[src/logic/owl_pkg.sv]
// ***************************************************************
// Oscillator control write-lock package
// ***************************************************************
package owl_pkg;

   // Register byte offsets
   localparam logic [11:0] OWL_OFF_CTRL = 12'h000;
   localparam logic [11:0] OWL_OFF_STAT = 12'h004;
   localparam logic [11:0] OWL_OFF_MASK = 12'h008;
   localparam logic [11:0] OWL_OFF_LOCK = 12'h00C;

   // Unlock key values, in the order they must arrive
   localparam logic [7:0] OWL_KEY_FIRST = 8'hE7;
   localparam logic [7:0] OWL_KEY_SECOND = 8'h18;

   // Clock source select codes
   localparam logic [2:0] OWL_SRC_IPO = 3'h0;
   localparam logic [2:0] OWL_SRC_XTAL = 3'h1;
   localparam logic [2:0] OWL_SRC_EXT = 3'h2;
   localparam logic [2:0] OWL_SRC_WDT = 3'h3;

   // Status / mask bit positions
   localparam int OWL_EV_PFAIL = 0;
   localparam int OWL_EV_WFAIL = 1;
   localparam int OWL_EV_IGNORED = 2;
   localparam int OWL_EV_UPDATED = 3;
   localparam int OWL_EV_W = 4;

   // Control register layout, bit 7 down to bit 0
   typedef struct packed {
      logic internal_precision_osc;
      logic xtal_en;
      logic wdt_osc_en;
      logic primary_osc_fail_detect_en;
      logic wdt_osc_fail_detect_en;
      logic [2:0] clock_source_select;
   } owl_ctrl_t;

   // Internal precision oscillator and watchdog oscillator run after reset
   localparam owl_ctrl_t OWL_CTRL_RST = 8'hA0;
   localparam logic [OWL_EV_W-1:0] OWL_EV_RST = 4'h0;

   typedef enum logic [1:0] {
      OWL_LOCKED,
      OWL_KEY1,
      OWL_UNLOCKED
   } owl_lock_t;

endpackage : owl_pkg

[src/logic/owl_osc_ctrl_lock.sv]
// Decided for this implementation: the APB interface to the registers and the address map.
`timescale 1ns/1ps
`default_nettype none

module owl_osc_ctrl_lock
   import owl_pkg::*;
(
   input wire logic clk,
   input wire logic resetn,
   input wire logic psel,
   input wire logic penable,
   input wire logic pwrite,
   input wire logic [11:0] paddr,
   input wire logic [31:0] pwdata,
   output logic [31:0] prdata,
   output logic pready,
   output logic pslverr,
   input wire logic primary_osc_fail,
   input wire logic wdt_osc_fail,
   output owl_ctrl_t osc_ctrl,
   output logic irq
);

   // ***************************************************************
   // Failure input synchronisers
   // ***************************************************************
   logic [1:0] fail_meta_ff;
   logic [1:0] fail_sync_ff;

   // Fail lines come from the analog detectors, outside our clock
   always_ff @(posedge clk or negedge resetn) begin
      if (!resetn) begin
         fail_meta_ff <= 2'h0;
         fail_sync_ff <= 2'h0;
      end else begin
         fail_meta_ff <= {wdt_osc_fail, primary_osc_fail};
         fail_sync_ff <= fail_meta_ff;
      end
   end

   // ***************************************************************
   // APB decode
   // ***************************************************************
   logic pready_ff, nxt_pready;
   logic pslverr_ff, nxt_pslverr;
   logic [31:0] prdata_ff, nxt_prdata;
   logic acc, wr_done, mapped;
   logic wr_ctrl, wr_stat, wr_mask;

   owl_lock_t lock_ff, nxt_lock;
   owl_ctrl_t ctrl_ff, nxt_ctrl;
   logic [OWL_EV_W-1:0] stat_ff, nxt_stat;
   logic [OWL_EV_W-1:0] mask_ff, nxt_mask;
   logic irq_ff, nxt_irq;
   logic [OWL_EV_W-1:0] ev;
   logic recover;

   // One wait state: pready rises in the second access cycle
   assign acc = psel && penable && !pready_ff;
   assign wr_done = psel && penable && pready_ff && pwrite;
   assign mapped = (paddr == OWL_OFF_CTRL) || (paddr == OWL_OFF_STAT) ||
                   (paddr == OWL_OFF_MASK) || (paddr == OWL_OFF_LOCK);
   assign wr_ctrl = wr_done && (paddr == OWL_OFF_CTRL);
   assign wr_stat = wr_done && (paddr == OWL_OFF_STAT);
   assign wr_mask = wr_done && (paddr == OWL_OFF_MASK);

   // Read data and answer, both prepared one cycle before pready
   always_comb begin
      nxt_pready = acc;
      nxt_pslverr = acc && !mapped;
      nxt_prdata = 32'h0000_0000;
      if (acc && !pwrite) begin
         unique case (paddr)
            OWL_OFF_CTRL: nxt_prdata = {24'h00_0000, ctrl_ff};
            OWL_OFF_STAT: nxt_prdata = {28'h000_0000, stat_ff};
            OWL_OFF_MASK: nxt_prdata = {28'h000_0000, mask_ff};
            OWL_OFF_LOCK: nxt_prdata = {30'h0000_0000, lock_ff};
            default: nxt_prdata = 32'h0000_0000;
         endcase
      end
   end

   always_ff @(posedge clk or negedge resetn) begin
      if (!resetn) begin
         pready_ff <= 1'b0;
         pslverr_ff <= 1'b0;
         prdata_ff <= 32'h0000_0000;
      end else begin
         pready_ff <= nxt_pready;
         pslverr_ff <= nxt_pslverr;
         prdata_ff <= nxt_prdata;
      end
   end

   // ***************************************************************
   // Lock sequencer and control register
   // ***************************************************************
   // Recovery only if watchdog oscillator runs and is not already the source
   assign recover = fail_sync_ff[0] && ctrl_ff.primary_osc_fail_detect_en &&
                    ctrl_ff.wdt_osc_en && (ctrl_ff.clock_source_select != OWL_SRC_WDT);

   // Only writes to the control offset move the sequencer
   always_comb begin
      nxt_lock = lock_ff;
      nxt_ctrl = ctrl_ff;
      ev = OWL_EV_RST;
      if (wr_ctrl) begin
         unique case (lock_ff)
            OWL_LOCKED: begin
               if (pwdata[7:0] == OWL_KEY_FIRST) begin
                  nxt_lock = OWL_KEY1;
               end else begin
                  ev[OWL_EV_IGNORED] = 1'b1;
               end
            end
            OWL_KEY1: begin
               if (pwdata[7:0] == OWL_KEY_SECOND) begin
                  nxt_lock = OWL_UNLOCKED;
               end else if (pwdata[7:0] != OWL_KEY_FIRST) begin
                  nxt_lock = OWL_LOCKED;
                  ev[OWL_EV_IGNORED] = 1'b1;
               end
            end
            OWL_UNLOCKED: begin
               // Only a written value touches the oscillator enable
               nxt_ctrl = owl_ctrl_t'(pwdata[7:0]);
               nxt_lock = OWL_LOCKED;
               ev[OWL_EV_UPDATED] = 1'b1;
               // Detector left on across a switch sees a false failure
               if (nxt_ctrl.clock_source_select != ctrl_ff.clock_source_select) begin
                  ev[OWL_EV_PFAIL] = ctrl_ff.primary_osc_fail_detect_en;
                  ev[OWL_EV_WFAIL] = ctrl_ff.wdt_osc_fail_detect_en;
               end
            end
            default: nxt_lock = OWL_LOCKED;
         endcase
      end
      // Real failures from the detectors
      if (fail_sync_ff[0] && ctrl_ff.primary_osc_fail_detect_en) begin
         ev[OWL_EV_PFAIL] = 1'b1;
      end
      if (fail_sync_ff[1] && ctrl_ff.wdt_osc_fail_detect_en) begin
         ev[OWL_EV_WFAIL] = 1'b1;
      end
      // Hardware switch-over beats a software update in the same cycle
      if (recover) begin
         nxt_ctrl.clock_source_select = OWL_SRC_WDT;
      end
   end

   always_ff @(posedge clk or negedge resetn) begin
      if (!resetn) begin
         lock_ff <= OWL_LOCKED;
         ctrl_ff <= OWL_CTRL_RST;
      end else begin
         lock_ff <= nxt_lock;
         ctrl_ff <= nxt_ctrl;
      end
   end

   // ***************************************************************
   // Interrupt status, mask and output
   // ***************************************************************
   // New events win over a write-one-to-clear in the same cycle
   always_comb begin
      nxt_stat = stat_ff;
      nxt_mask = mask_ff;
      if (wr_stat) begin
         nxt_stat = stat_ff & ~pwdata[OWL_EV_W-1:0];
      end
      nxt_stat = nxt_stat | ev;
      if (wr_mask) begin
         nxt_mask = pwdata[OWL_EV_W-1:0];
      end
      nxt_irq = |(nxt_stat & nxt_mask);
   end

   always_ff @(posedge clk or negedge resetn) begin
      if (!resetn) begin
         stat_ff <= OWL_EV_RST;
         mask_ff <= OWL_EV_RST;
         irq_ff <= 1'b0;
      end else begin
         stat_ff <= nxt_stat;
         mask_ff <= nxt_mask;
         irq_ff <= nxt_irq;
      end
   end

   assign prdata = prdata_ff;
   assign pready = pready_ff;
   assign pslverr = pslverr_ff;
   assign osc_ctrl = ctrl_ff;
   assign irq = irq_ff;
endmodule : owl_osc_ctrl_lock

`default_nettype wire

[config.mk]
export PLATFORM = sky130hd
export DESIGN_NAME = owl_osc_ctrl_lock
export DESIGN_NICKNAME = d
export VERILOG_FILES = /design/src/logic/owl_pkg.sv /design/src/logic/owl_osc_ctrl_lock.sv
export SDC_FILE = /design/constraint.sdc
export NUM_CORES = 1
export LEC_CHECK = 0
export ABC_CLOCK_PERIOD_IN_PS = 2900
export BUFFER_PORTS_ARGS = -buffer_cell sky130_fd_sc_hd__clkbuf_2
export CAP_MARGIN = 25
export CORE_MARGIN = 2
export CORE_UTILIZATION = 45
export CTS_BUF_LIST = sky130_fd_sc_hd__clkbuf_4
export CTS_CLUSTER_DIAMETER = 30
export CTS_CLUSTER_SIZE = 24
export DETAILED_ROUTE_END_ITERATION = 8
export GPL_TIMING_DRIVEN = 0
export PLACE_DENSITY = 0.8
export SLEW_MARGIN = 20
export SYNTH_ARGS = -nofsm -noshare
export SYNTH_HDL_FRONTEND = slang
export SYNTH_SLANG_ARGS = --single-unit
[constraint.sdc]
create_clock -name clk -period 2.9 [get_ports clk]
set_input_delay 0.29 -clock clk [delete_from_list [all_inputs] [get_ports clk]]
set_output_delay 0.29 -clock clk [all_outputs]
set_load 0.05 [all_outputs]
### Word-level counts from Yosys, hierarchy flattened

Cells that the tools add are included.

* register bits after elaboration: 57
* output and inout port bits: 43
* word-level logic and storage cells: 79

* eq/ne operators: 12
* muxes and demuxes: 21
* bitwise logic cells: 4
* reduce and logical (&&, ||, !) cells: 27

Operator list (number)
* $pmux 8 s4: 1
* $eq 12x4->1 const B: 2
* $logic_and 1x1->1: 13
* $eq 12x3->1 const B: 1
* $logic_not 12->1: 1
* $mux 4: 3
* $mux 2: 5
* $mux 3: 3
* $and 4x4->4: 2
* $eq 8x5->1 const B: 1
* $eq 8x8->1 const B: 1
* $mux 8: 1
* $ne 8x8->1 const B: 1
* $mux 1: 6
* $not 4->4: 1
* $or 4x4->4: 1
* $pmux 2 s2: 1
* $reduce_and 2->1: 2
* $reduce_bool 2->1: 2
* $reduce_or 4->1: 1
* $logic_not 1->1: 3
* $logic_or 1x1->1: 3
* $ne 3x2->1 const B: 1
* $ne 3x3->1: 1
* 7 further kinds: 7

### Depth between registers and ports, before layout

Gate-level depths: netlist (run 1).

* word-level depth: 9
* gate-level depth with buffers: 6

### Worst setup path after synthesis (run 1)

Ideal clock, no wire load.

* kind: register -> register
* from: reg pready_ff, in the netlist pready
* to: reg irq_ff, in the netlist irq
* setup time: 0.140 ns
* arrival time: 1.696 ns
* setup slack: 1.064 ns
* stages on the path, launching flop included: 7
* path buffers: 1
* clock period less this slack: 1.836 ns
* path through: dfrtp_1 and4_1 and4_1 buf_4 a31o_4 a22oi_2 o2111ai_1

* word-level cells in the longest chain between the ends: 8
* elaborated cells on any way between the ends: 13
* classes of those cells: mux: 5; bitwise: 2; reduce/logical: 6

Ends and longest elaborated chain
* start: declaration: RTL line owl_osc_ctrl_lock.sv:44 `logic pready_ff, nxt_pready;`
* start signal: assignment: RTL line owl_osc_ctrl_lock.sv:89 `pready_ff <= nxt_pready;`
* $logic_and 1x1->1 * (2 in a row): RTL line owl_osc_ctrl_lock.sv:60 `assign wr_done = psel && penable && pready_ff && pwrite;`
* $logic_and 1x1->1: RTL line owl_osc_ctrl_lock.sv:63 `assign wr_ctrl = wr_done && (paddr == OWL_OFF_CTRL);`
* $mux 4: RTL line owl_osc_ctrl_lock.sv:107 `if (wr_ctrl) begin`
* $mux 1, on equally long branches: RTL line owl_osc_ctrl_lock.sv:139, owl_osc_ctrl_lock.sv:142
* $or 4x4->4: RTL line owl_osc_ctrl_lock.sv:171 `nxt_stat = nxt_stat | ev;`
* $and 4x4->4 *: RTL line owl_osc_ctrl_lock.sv:175 `nxt_irq = |(nxt_stat & nxt_mask);`
* $reduce_or 4->1 *: RTL line owl_osc_ctrl_lock.sv:175
* net nxt_irq: RTL line owl_osc_ctrl_lock.sv:54 `logic irq_ff, nxt_irq;`
* end signal: assignment: RTL line owl_osc_ctrl_lock.sv:186 `irq_ff <= nxt_irq;`
* end: declaration: RTL line owl_osc_ctrl_lock.sv:54

The timed path passes the listed nets; every way through them passes the cells marked *.
A chain may end at the register's enable or synchronous reset.

### Worst setup path in the final report (run 1)

Same ends and word-level chain as after synthesis.

==> impl_results.md, run 1 <==
- Status: complete, no violations
- Largest area contributor in the netlist: dfrtp_1
- Worst vdd rail ir drop: 0.186 mV
- Clk_skew: 0.0115 ns
- Setup bufs post-CTS: 0
- Register area: slightly above 800 um2
- Via density: roughly 4.8
- Area contributors post-synth: dfrtp_1, buf_4, nand2_1
- Skew-Pair Late Insertion Delay: 0.34 ns
- Vias in the first global route: 1348
- First-pass GRT wire length: 6200 um
- Share of layout cells above drive strength 1: 0.385
- Initial Utilization: 0.461
- Clk root buf: clkbuf_4
- Startpoint class of the critical path: flop
- Period minus WS final: 1.74 ns
- GPL Wtd Cong: 0.876
- Cells after synthesis: roughly 170
- Synth warnings: 0
- Finished Cell Area: 2250 um2
- Routed Wire Length: 3760 um
- Switch Pwr: 274 uW
- Number of diodes: 0
- CP arrival: 1.93 ns
- Number of synthesized flops with an enable pin: 0
- Drt pass-1 iters: 4
- Post-DP Area: 2190 um2
- FMAX: around 570 MHz
- Final-report setup violation count: 0
- Synth Cell Area: between 1500 and 2000 um2
- Area of the multi-input gates: 857 um2
- H-tree depth: 2
- DIE WIDTH: 67.6 um
- Clk buf depth: 2
- CP Class: flop to flop
- Slew Limit Headroom: 0.463
- Clock-pin transition on the worst setup and hold timing paths: 0.10 ns
- Initial antenna violation count: 0
- Initial DRC count: ~130
- Internal: 615 uW
- Row count: 23
- Largest net degree at the start of global routing: 34
- Core Box Area: 3940 um2
- Ys async rst share: 1.00
- Most used DFF post-synth: dfrtp_1
- Power density cells: about 400 nW/um2
- Unique masters post-synth: 48
- FF+latch count, synth: 33
- DP Cell Count: 289
- CTS buffer count: 5
- Comb power frac: 0.185
- Sequential area share after synthesis: 0.455
- Final hold violations: 0
- Grt total ovfl: 0
- Final nets: 297
- Worst Max-Slew Pin Slew: 0.805 ns
- Maxcap violations: 0
- Power share of the clock group: 0.291
- Die Y: 67.6 um
- CTS resizes: 0
- Fin Setup TNS: 0 ns
- # hold bufs at CTS: 0
- Switching share of power: 0.308
- Via count: 1412
- IO Count: 94
- Post-Layout Cell Count: 297
- HPWL after DPL: slightly above 3000 um
- Clk sink count: 33
- Fillers: 349
- Max-slew violation count: 0
- RSZ-0062 raised after global routing: false
- Worst setup EP type: flop
- Worst Hold Class: primary input to asynchronous set/reset pin
- Synth top area share: 0.426
- Average cell area after synthesis: 10.6 um2
- CP Max Fanout: 7
- Reg power frac: 0.524
- # DRC: 0
- CTS tree: yes
- ANT nets after route: 0
- Util after Layout: 0.570
- LEAKAGE: around 0.0012 uW
- Critical Path RT: 3.09 ns
- Fin crit share: 0.600
- Port Buffer Count: 45
- Die area: 4570 um2
- Area Growth Syn to Fin: 23.6%
- GRT Total Usage: 0.188
- Wire length per cell: about 13 um
-- path summary, 6_finish.rpt --
kind | startpoint | to | slack [ns] | depth (start not counted)
min in group clk | primary_osc_fail | fail_meta_ff[0] | 0.04 | 1
setup reg to reg | pready | irq | 1.16 | 6
setup / recovery | pready | irq | 1.16 | 6
hold reg to reg | fail_meta_ff[1] | fail_sync_ff[1] | 0.36 | 0
hold / removal | resetn | fail_meta_ff[1] | 0.02 | 1
max in group asynchronous | resetn | mask_ff[0] | 2.37 | 1
-- cells by family (layout without fill, tap and decap cells) --
kind of cell    after synthesis  after routing  share of synthesized area
compound gates               22             22                      0.105
xor+xnor                      3              3                     0.0144
buf+inv                      33             86                      0.121
simple gates                 74             74                      0.261
flops                        33             33                      0.455
other cells                   1             24                    0.00206
mux                           5              5                     0.0413
-- registers in the layout (all words and copies together), names as in the netlist --
register      cells
pslverr           1
lock_ff           2
osc_ctrl          8
fail_sync_ff      2
irq               1
prdata            8
pready            1
stat_ff           4
fail_meta_ff      2
mask_ff           4
-- cells in the mapped netlist, types with 2 or more instances --
cell type,instances
dfstp_2,2
nor4_1,2
nor4_4,2
nor4b_1,2
o21ai_0,3
nand2b_1,2
and2_1,4
or2_1,3
mux4_2,2
nor2_1,8
buf_4,25
buf_2,2
a21oi_1,2
mux2i_1,3
inv_1,5
nand4b_1,2
nor3_1,3
a21boi_0,3
dfrtp_1,31
xnor2_1,3
nand3_1,5
nor2b_1,4
o211ai_1,2
nand3b_1,2
nand2_1,24
and4_1,3
-- cell usage in the layout, fill, tap and decap left out, types with 2 or more instances in the layout --
| master | count |
|---|---|
| nor4_1 | 2 |
| nand3b_1 | 2 |
| nor4b_1 | 2 |
| dfstp_2 | 2 |
| conb_1 | 24 |
| mux2i_1 | 3 |
| mux4_2 | 2 |
| buf_2 | 2 |
| inv_1 | 5 |
| nand4b_1 | 2 |
| and2_1 | 4 |
| nand3_1 | 5 |
| a21oi_1 | 2 |
| nor3_1 | 3 |
| nand2b_1 | 2 |
| xnor2_1 | 3 |
| o211ai_1 | 2 |
| and4_1 | 3 |
| or2_1 | 3 |
| dfrtp_1 | 31 |
| nand2_1 | 24 |
| nor2_1 | 8 |
| o21ai_0 | 3 |
| nor2b_1 | 4 |
| clkbuf_4 | 6 |
| buf_4 | 25 |
| nor4_4 | 2 |
| a21boi_0 | 3 |
| clkbuf_2 | 45 |
| clkinv_2 | 2 |
-- through the flow --
stage          setup WS, ns  total power [uW]  hold WS [ns]
3_5_place_dp          0.969               639         0.336
5_1_grt                1.09               929        0.0331
2_1_floorplan          1.06               597      -0.00559
3_3_place_gp           1.04               637         0.332
6_report               1.16               889        0.0179
4_1_cts                1.17               891        0.0341
-- critical path, stage by stage, from the launching register on --
cell       delay (ns)
dfrtp_1          0.41
and4_1           0.25
and4_1           0.21
buf_4            0.16
a31o_4           0.22
a22oi_2          0.19
o2111ai_1        0.16
-- power groups by stage --
stage | clock, uW | sequential (uW) | combinational (uW)
after floorplan | 0 | 480 | 117
after global placement | 0 | 474 | 162
after detailed placement | 0 | 475 | 164
after CTS | 261 | 466 | 164
after global routing | 286 | 466 | 176
final | 259 | 466 | 165
-- final cells by class --
class,instances,area share
repair buffers,45,0.100
well taps,50,0.0278
clock inverters,2,0.00445
plain buffers,28,0.0896
inverters,5,0.00835
multi-input cells,128,0.381
flip-flops and latches,33,0.368
clock buffers,6,0.0200
-- per-layer routing --
metal  part of all wire  global-route usage
met3              0.060              0.0450
met2               0.51               0.306
met5                  0                   0
met4              0.022               0.105
met1               0.41               0.227
Note: power is estimated with default switching activity, not from simulation.
==> run 2, diff against run 1 <==
Settings changed: ABC_CLOCK_PERIOD_IN_PS 2900 to 1400, CORE_UTILIZATION 45 to 42, PLACE_DENSITY 0.8 to 0.78.
Clock period 2.9 ns to 1.4 ns, I/O delays scaled along.
==> run 2 against run 1 <==
The flow now finishes with violations (setup timing). Die area grew 6.7%. Maximum frequency grew 14%. Non-clock buffer count grew 12. Clock-buffer cell count shrank 1. Core utilization grew 5.2 points. Largest cell class unchanged.
==> impl_results.md, run 2 (synthesized netlist as in run 1, its figures left out) <==
- Status: finished with violations
- Failing checks: setup timing
- Clk_skew: 0.00761 ns
- Slew Limit Headroom: 0.453
- GPL Wtd Cong: 0.881
- Skew-Pair Late Insertion Delay: 0.34 ns
- IO Count: 94
- Die Y: about 70 um
- Vias in the first global route: 1391
- Fillers: 326
- HPWL after DPL: 2840 um
- RSZ-0062 raised after global routing: true
- Register area: 833 um2
- Clk root buf: clkbuf_4
- Comb power frac: 0.165
- GRT Total Usage: 0.164
- Finished Cell Area: roughly 2500 um2
- Final-report setup violation count: 9
- LEAKAGE: about 0.0013 uW
- CP arrival: 1.78 ns
- Hold Slack: around 0.04 ns
- Core Box Area: 4090 um2
- Grt total ovfl: 0
- Initial Utilization: 0.445
- Setup WS post-layout: -0.130 ns
- Worst path bufs/invs: 0
- Most common cell after layout, fill and taps aside: clkbuf_2
- Share of layout cells above drive strength 1: 0.494
- Area Growth Syn to Fin: 39.8%
- Power density cells: 877 nW/um2
- Number of diodes: 0
- CP Class: flop to flop
- CP Max Fanout: 7
- Worst Hold Class: primary input to flop
- Initial DRC count: 119
- Fin crit share: 1.09
- Fin Setup TNS: -0.219 ns
- ANT nets after route: 0
- DIE WIDTH: ~70 um
- Critical-path top delay cell: nor4b_4
- Critical Path RT: 1.65 ns
- CTS buffer count: 5
- Internal: 1630 uW
- Largest net degree at the start of global routing: 34
- Clk sink count: 33
- Slowest stage delay, CP: 0.39 ns
- Most frequent cells in the layout: clkbuf_2, buf_4, dfrtp_1
- Worst setup EP type: flop
- Total power: 2230 uW
- Die area: 4870 um2
- Row count: 23
- Setup crit start: pready
- Drt pass-1 iters: 4
- Final nets: 309
- # DRC: 0
- Util after Layout: 0.622
- Clock-pin transition on the worst setup and hold timing paths: 0.11 ns
- Switching share of power: 0.268
- Post-DP Area: 2210 um2
- Final hold violations: 0
- First-pass GRT wire length: approximately 6300 um
- Maxcap violations: 0
- Area of the multi-input gates: 973 um2
- Switch Pwr: 598 uW
- CP cell instances: and4_4 -> nand4_4 -> nor4b_4 -> o32ai_2 -> o2111ai_1
- H-tree depth: 2
- FMAX: 654 MHz
- Power share of the clock group: 0.402
- CTS tree: yes
- Routed Wire Length: 4030 um
- Via density: 4.74
- Via count: 1465
- Port Buffer Count: 45
- Reg power frac: 0.433
- Clk buf depth: 2
- Worst path top cell family by delay: simple AND/OR/NAND/NOR gates
- Hold Startpoint: pwdata[4]
- Worst vdd rail ir drop: 0.467 mV
- Worst Max-Slew Pin Slew: 0.820 ns
- Initial antenna violation count: 0
- Startpoint class of the critical path: flop
- Period minus WS final: 1.53 ns
- Wire length per cell: 13.0 um
- Worst reg2reg startpoint: pready
- Max-slew violation count: 0
==> run 2: worst reg2reg max path: stages (launching register included) <==
cell	delay, ns
dfrtp_2	0.38
and4_4	0.24
nand4_4	0.21
nor4b_4	0.39
o32ai_2	0.12
o2111ai_1	0.10
==> run 2: final timing paths <==
kind	slack [ns]	end	depth (start not counted)
hold reg to reg	0.36	fail_sync_ff[1]	0
setup reg to reg	-0.13	irq	5
min in group asynchronous	0.41	mask_ff[1]	2
setup / recovery	-0.13	irq	5
max in group asynchronous	0.42	pready	2
hold / removal	0.04	osc_ctrl[4]	3
==> run 2: area by class of cell <==
class	count	area share
inverters	5	0.00738
well taps	50	0.0246
repair buffers	59	0.142
clock buffers	5	0.0148
plain buffers	26	0.0748
flip-flops and latches	33	0.328
multi-input cells	128	0.383
clock inverters	3	0.0256
==> run 2: metal layers <==
layer | share of wire | track usage
met2 | 0.52 | 0.293
met5 | 0 | 0
met4 | 0.022 | 0.0556
met1 | 0.40 | 0.177
met3 | 0.055 | 0.0596
==> run 2: what timing repair did <==
action,4_1_cts,5_1_grt
endpoints found under the setup margin,15,25
hold buffers,5,0
hold endpoints to repair,35,0
resized for setup,15,27
pin swaps,6,20
setup buffers,4,5
==> run 2: through the flow <==
stage               worst slack (ns)  std cells
finish                        -0.130        309
global route                  -0.198        309
CTS                           -0.131        305
detailed placement            -0.294        289
global placement              -0.323        289
floorplan                     -0.222        194
==> run 2: power by group through the flow <==
stage	sequential [uW]	clock, uW	combinational [uW]
global placement	983	0	340
global route	966	966	391
detailed placement	984	0	341
finish	965	896	368
floorplan	995	0	243
CTS	965	904	359
==> run 3, diff against run 2 <==
Settings changed: BUFFER_PORTS_ARGS -buffer_cell sky130_fd_sc_hd__clkbuf_2 to not set, CORE_UTILIZATION 42 to 45, DONT_BUFFER_PORTS set to 1, HOLD_SLACK_MARGIN set to 0.03, PLACE_DENSITY 0.78 to 0.62.
==> run 3 against run 2 <==
Core utilization decreased by 2.1 points. Cell count shrank 12%. Highest routed layer unchanged. Register-to-register slack got worse by 0.25 ns. Clock-buffer cell count is 2 higher. The run still ends with setup timing left. Design area down 6.8%.
==> impl_results.md, run 3 (synthesized netlist as in run 1, its figures left out) <==
- Status: finished with violations
- Failing checks: setup timing
- Comb power frac: 0.177
- Port Buffer Count: 0
- Initial Utilization: 0.461
- Setup crit start: pready
- DP Cell Count: around 240
- Routed Wire Length: 4270 um
- Switch Pwr: 530 uW
- Worst reg2reg startpoint: pready
- Fillers: ~330
- CP Class: flop to flop
- Via count: between 1000 and 1500
- FF-to-FF End: irq
- Clk buf depth: 2
- Clk_skew: 0.00694 ns
- DIE WIDTH: just under 70 um
- Wire length per cell: roughly 16 um
- First-pass GRT wire length: 6710 um
- Final nets: 272
- Worst setup EP type: flop
- Die area: between 4000 and 5000 um2
- Util after Layout: 0.601
- LEAKAGE: 0.00113 uW
- Switching share of power: 0.289
- Internal: 1300 uW
- CTS buffer count: 5
- Power density cells: 773 nW/um2
- IO Count: 94
- Critical Path RT: 1.60 ns
- GR peak layer: met2
- Initial DRC count: 61
- Maxcap violations: 0
- Row count: 23
- Worst Hold Class: primary input to flop
- Period minus WS final: 1.78 ns
- Final-report setup violation count: 27
- # DRC: 0
- CP arrival: 1.98 ns
- Skew-Pair Late Insertion Delay: 0.33 ns
- Reg power frac: 0.533
- ANT nets after route: 0
- CP Capture Point: irq
- HPWL after DPL: 2960 um
- M3 GR Usage: 0.0600
- Final hold violations: 0
- Most common cell after layout, fill and taps aside: buf_4
- Most frequent cells in the layout: buf_4, dfrtp_1, conb_1
- Worst vdd rail ir drop: 0.345 mV
- Reg2reg setup slack: -0.38 ns
- GRT Total Usage: 0.201
- Max-slew violation count: 0
- Initial antenna violation count: 0
- Clk root buf: clkbuf_4
- Core Box Area: 3940 um2
- Clk sink count: 33
- Number of diodes: 0
- FMAX: 560 MHz
- Via density: 5.14
- Worst Max-Slew Pin Slew: 0.567 ns
- Slew Limit Headroom: 0.622
- Reg2Reg Depth: 5
- CTS tree: yes
- M2 GR Usage: 0.343
- Post-Layout Cell Count: 272
- Met1 usage: 0.234
- Largest net degree at the start of global routing: 34
- Fin crit share: 1.27
- Clock-pin transition on the worst setup and hold timing paths: 0.10 ns
- Share of layout cells above drive strength 1: 0.396
- RSZ-0062 raised after global routing: true
- Drt pass-1 iters: 4
- H-tree depth: 2
- Vias in the first global route: 1412
- Startpoint class of the critical path: flop
- Area Growth Syn to Fin: 30.3%
- Setup WS post-layout: -0.385 ns
- Grt total ovfl: 0
- CP Max Fanout: 7
- Power share of the clock group: 0.290
- Die Y: 67.6 um
- GPL Wtd Cong: 0.867
==> run 3: changes by cell type in the layout (fill, tap and decap cells not counted), sizes merged <==
cell / delta
clkbuf: -43
dlygate4sd3: +8
bufinv: -2
==> run 3: how the worst min path moves through the flow <==
| stage | start | to | slack, ns | cells past startpoint |
|---|---|---|---|---|
| after floorplan | resetn | fail_meta_ff[0] | -0.16 | 0 |
| after global placement | resetn | pslverr | -0.15 | 0 |
| after detailed placement | resetn | pslverr | -0.15 | 0 |
| after CTS | psel | pready | 0.04 | 3 |
| after global routing | pwdata[1] | stat_ff[1] | 0.11 | 4 |
| final | pwdata[0] | stat_ff[0] | 0.1 | 2 |
==> run 3: power groups by stage <==
stage	sequential, uW	clock [uW]	combinational [uW]
2_1_floorplan	995	0	243
4_1_cts	977	556	312
6_report	977	532	324
3_5_place_dp	996	0	251
5_1_grt	978	604	343
3_3_place_gp	995	0	251
==> run 3: what timing repair did <==
item,in CTS,in global routing
resized for setup,25,19
setup buffers,5,3
endpoints found under the setup margin,25,27
endpoints found under the hold margin,47,0
hold buffers,14,0
pin swaps,21,5
==> run 3: per-stage QoR <==
stage | setup TNS [ns] | hold WS, ns | worst slack (ns) | cell area [um2] | total power, uW
CTS | -3.98 | 0.0362 | -0.344 | 2270 | 1840
global placement | -4.67 | -0.155 | -0.422 | 1980 | 1250
detailed placement | -5.09 | -0.155 | -0.423 | 1980 | 1250
global route | -7.35 | 0.110 | -0.453 | 2370 | 1920
finish | -5.09 | 0.0954 | -0.385 | 2370 | 1830
floorplan | -2.06 | -0.156 | -0.222 | 1920 | 1240
==> run 3: layout make-up <==
class	instances	area [um2]	area share
clock buffer	7	52.6	0.0222
timing repair buffer	22	221	0.0935
inverter	5	18.8	0.00792
multi-input combinational	128	988	0.417
sequential	33	833	0.352
clock inverter	1	3.75	0.00158
buffer	26	189	0.0797
tap	50	62.6	0.0264
==> run 3: per-layer routing <==
| metal | part of all wire | vias to the layer above |
|---|---|---|
| li1 | - | 655 |
| met1 | 0.38 | 686 |
| met2 | 0.53 | 48 |
| met3 | 0.063 | 10 |
| met4 | 0.022 | 0 |
| met5 | 0 | - |
==> run 3: worst max-delay path, cell delays in order, from the launching register on <==
cell,delay [ns]
dfrtp_2,0.54
and4_4,0.31
nand4_4,0.21
nor2_2,0.17
mux2i_1,0.28
o2111ai_1,0.14
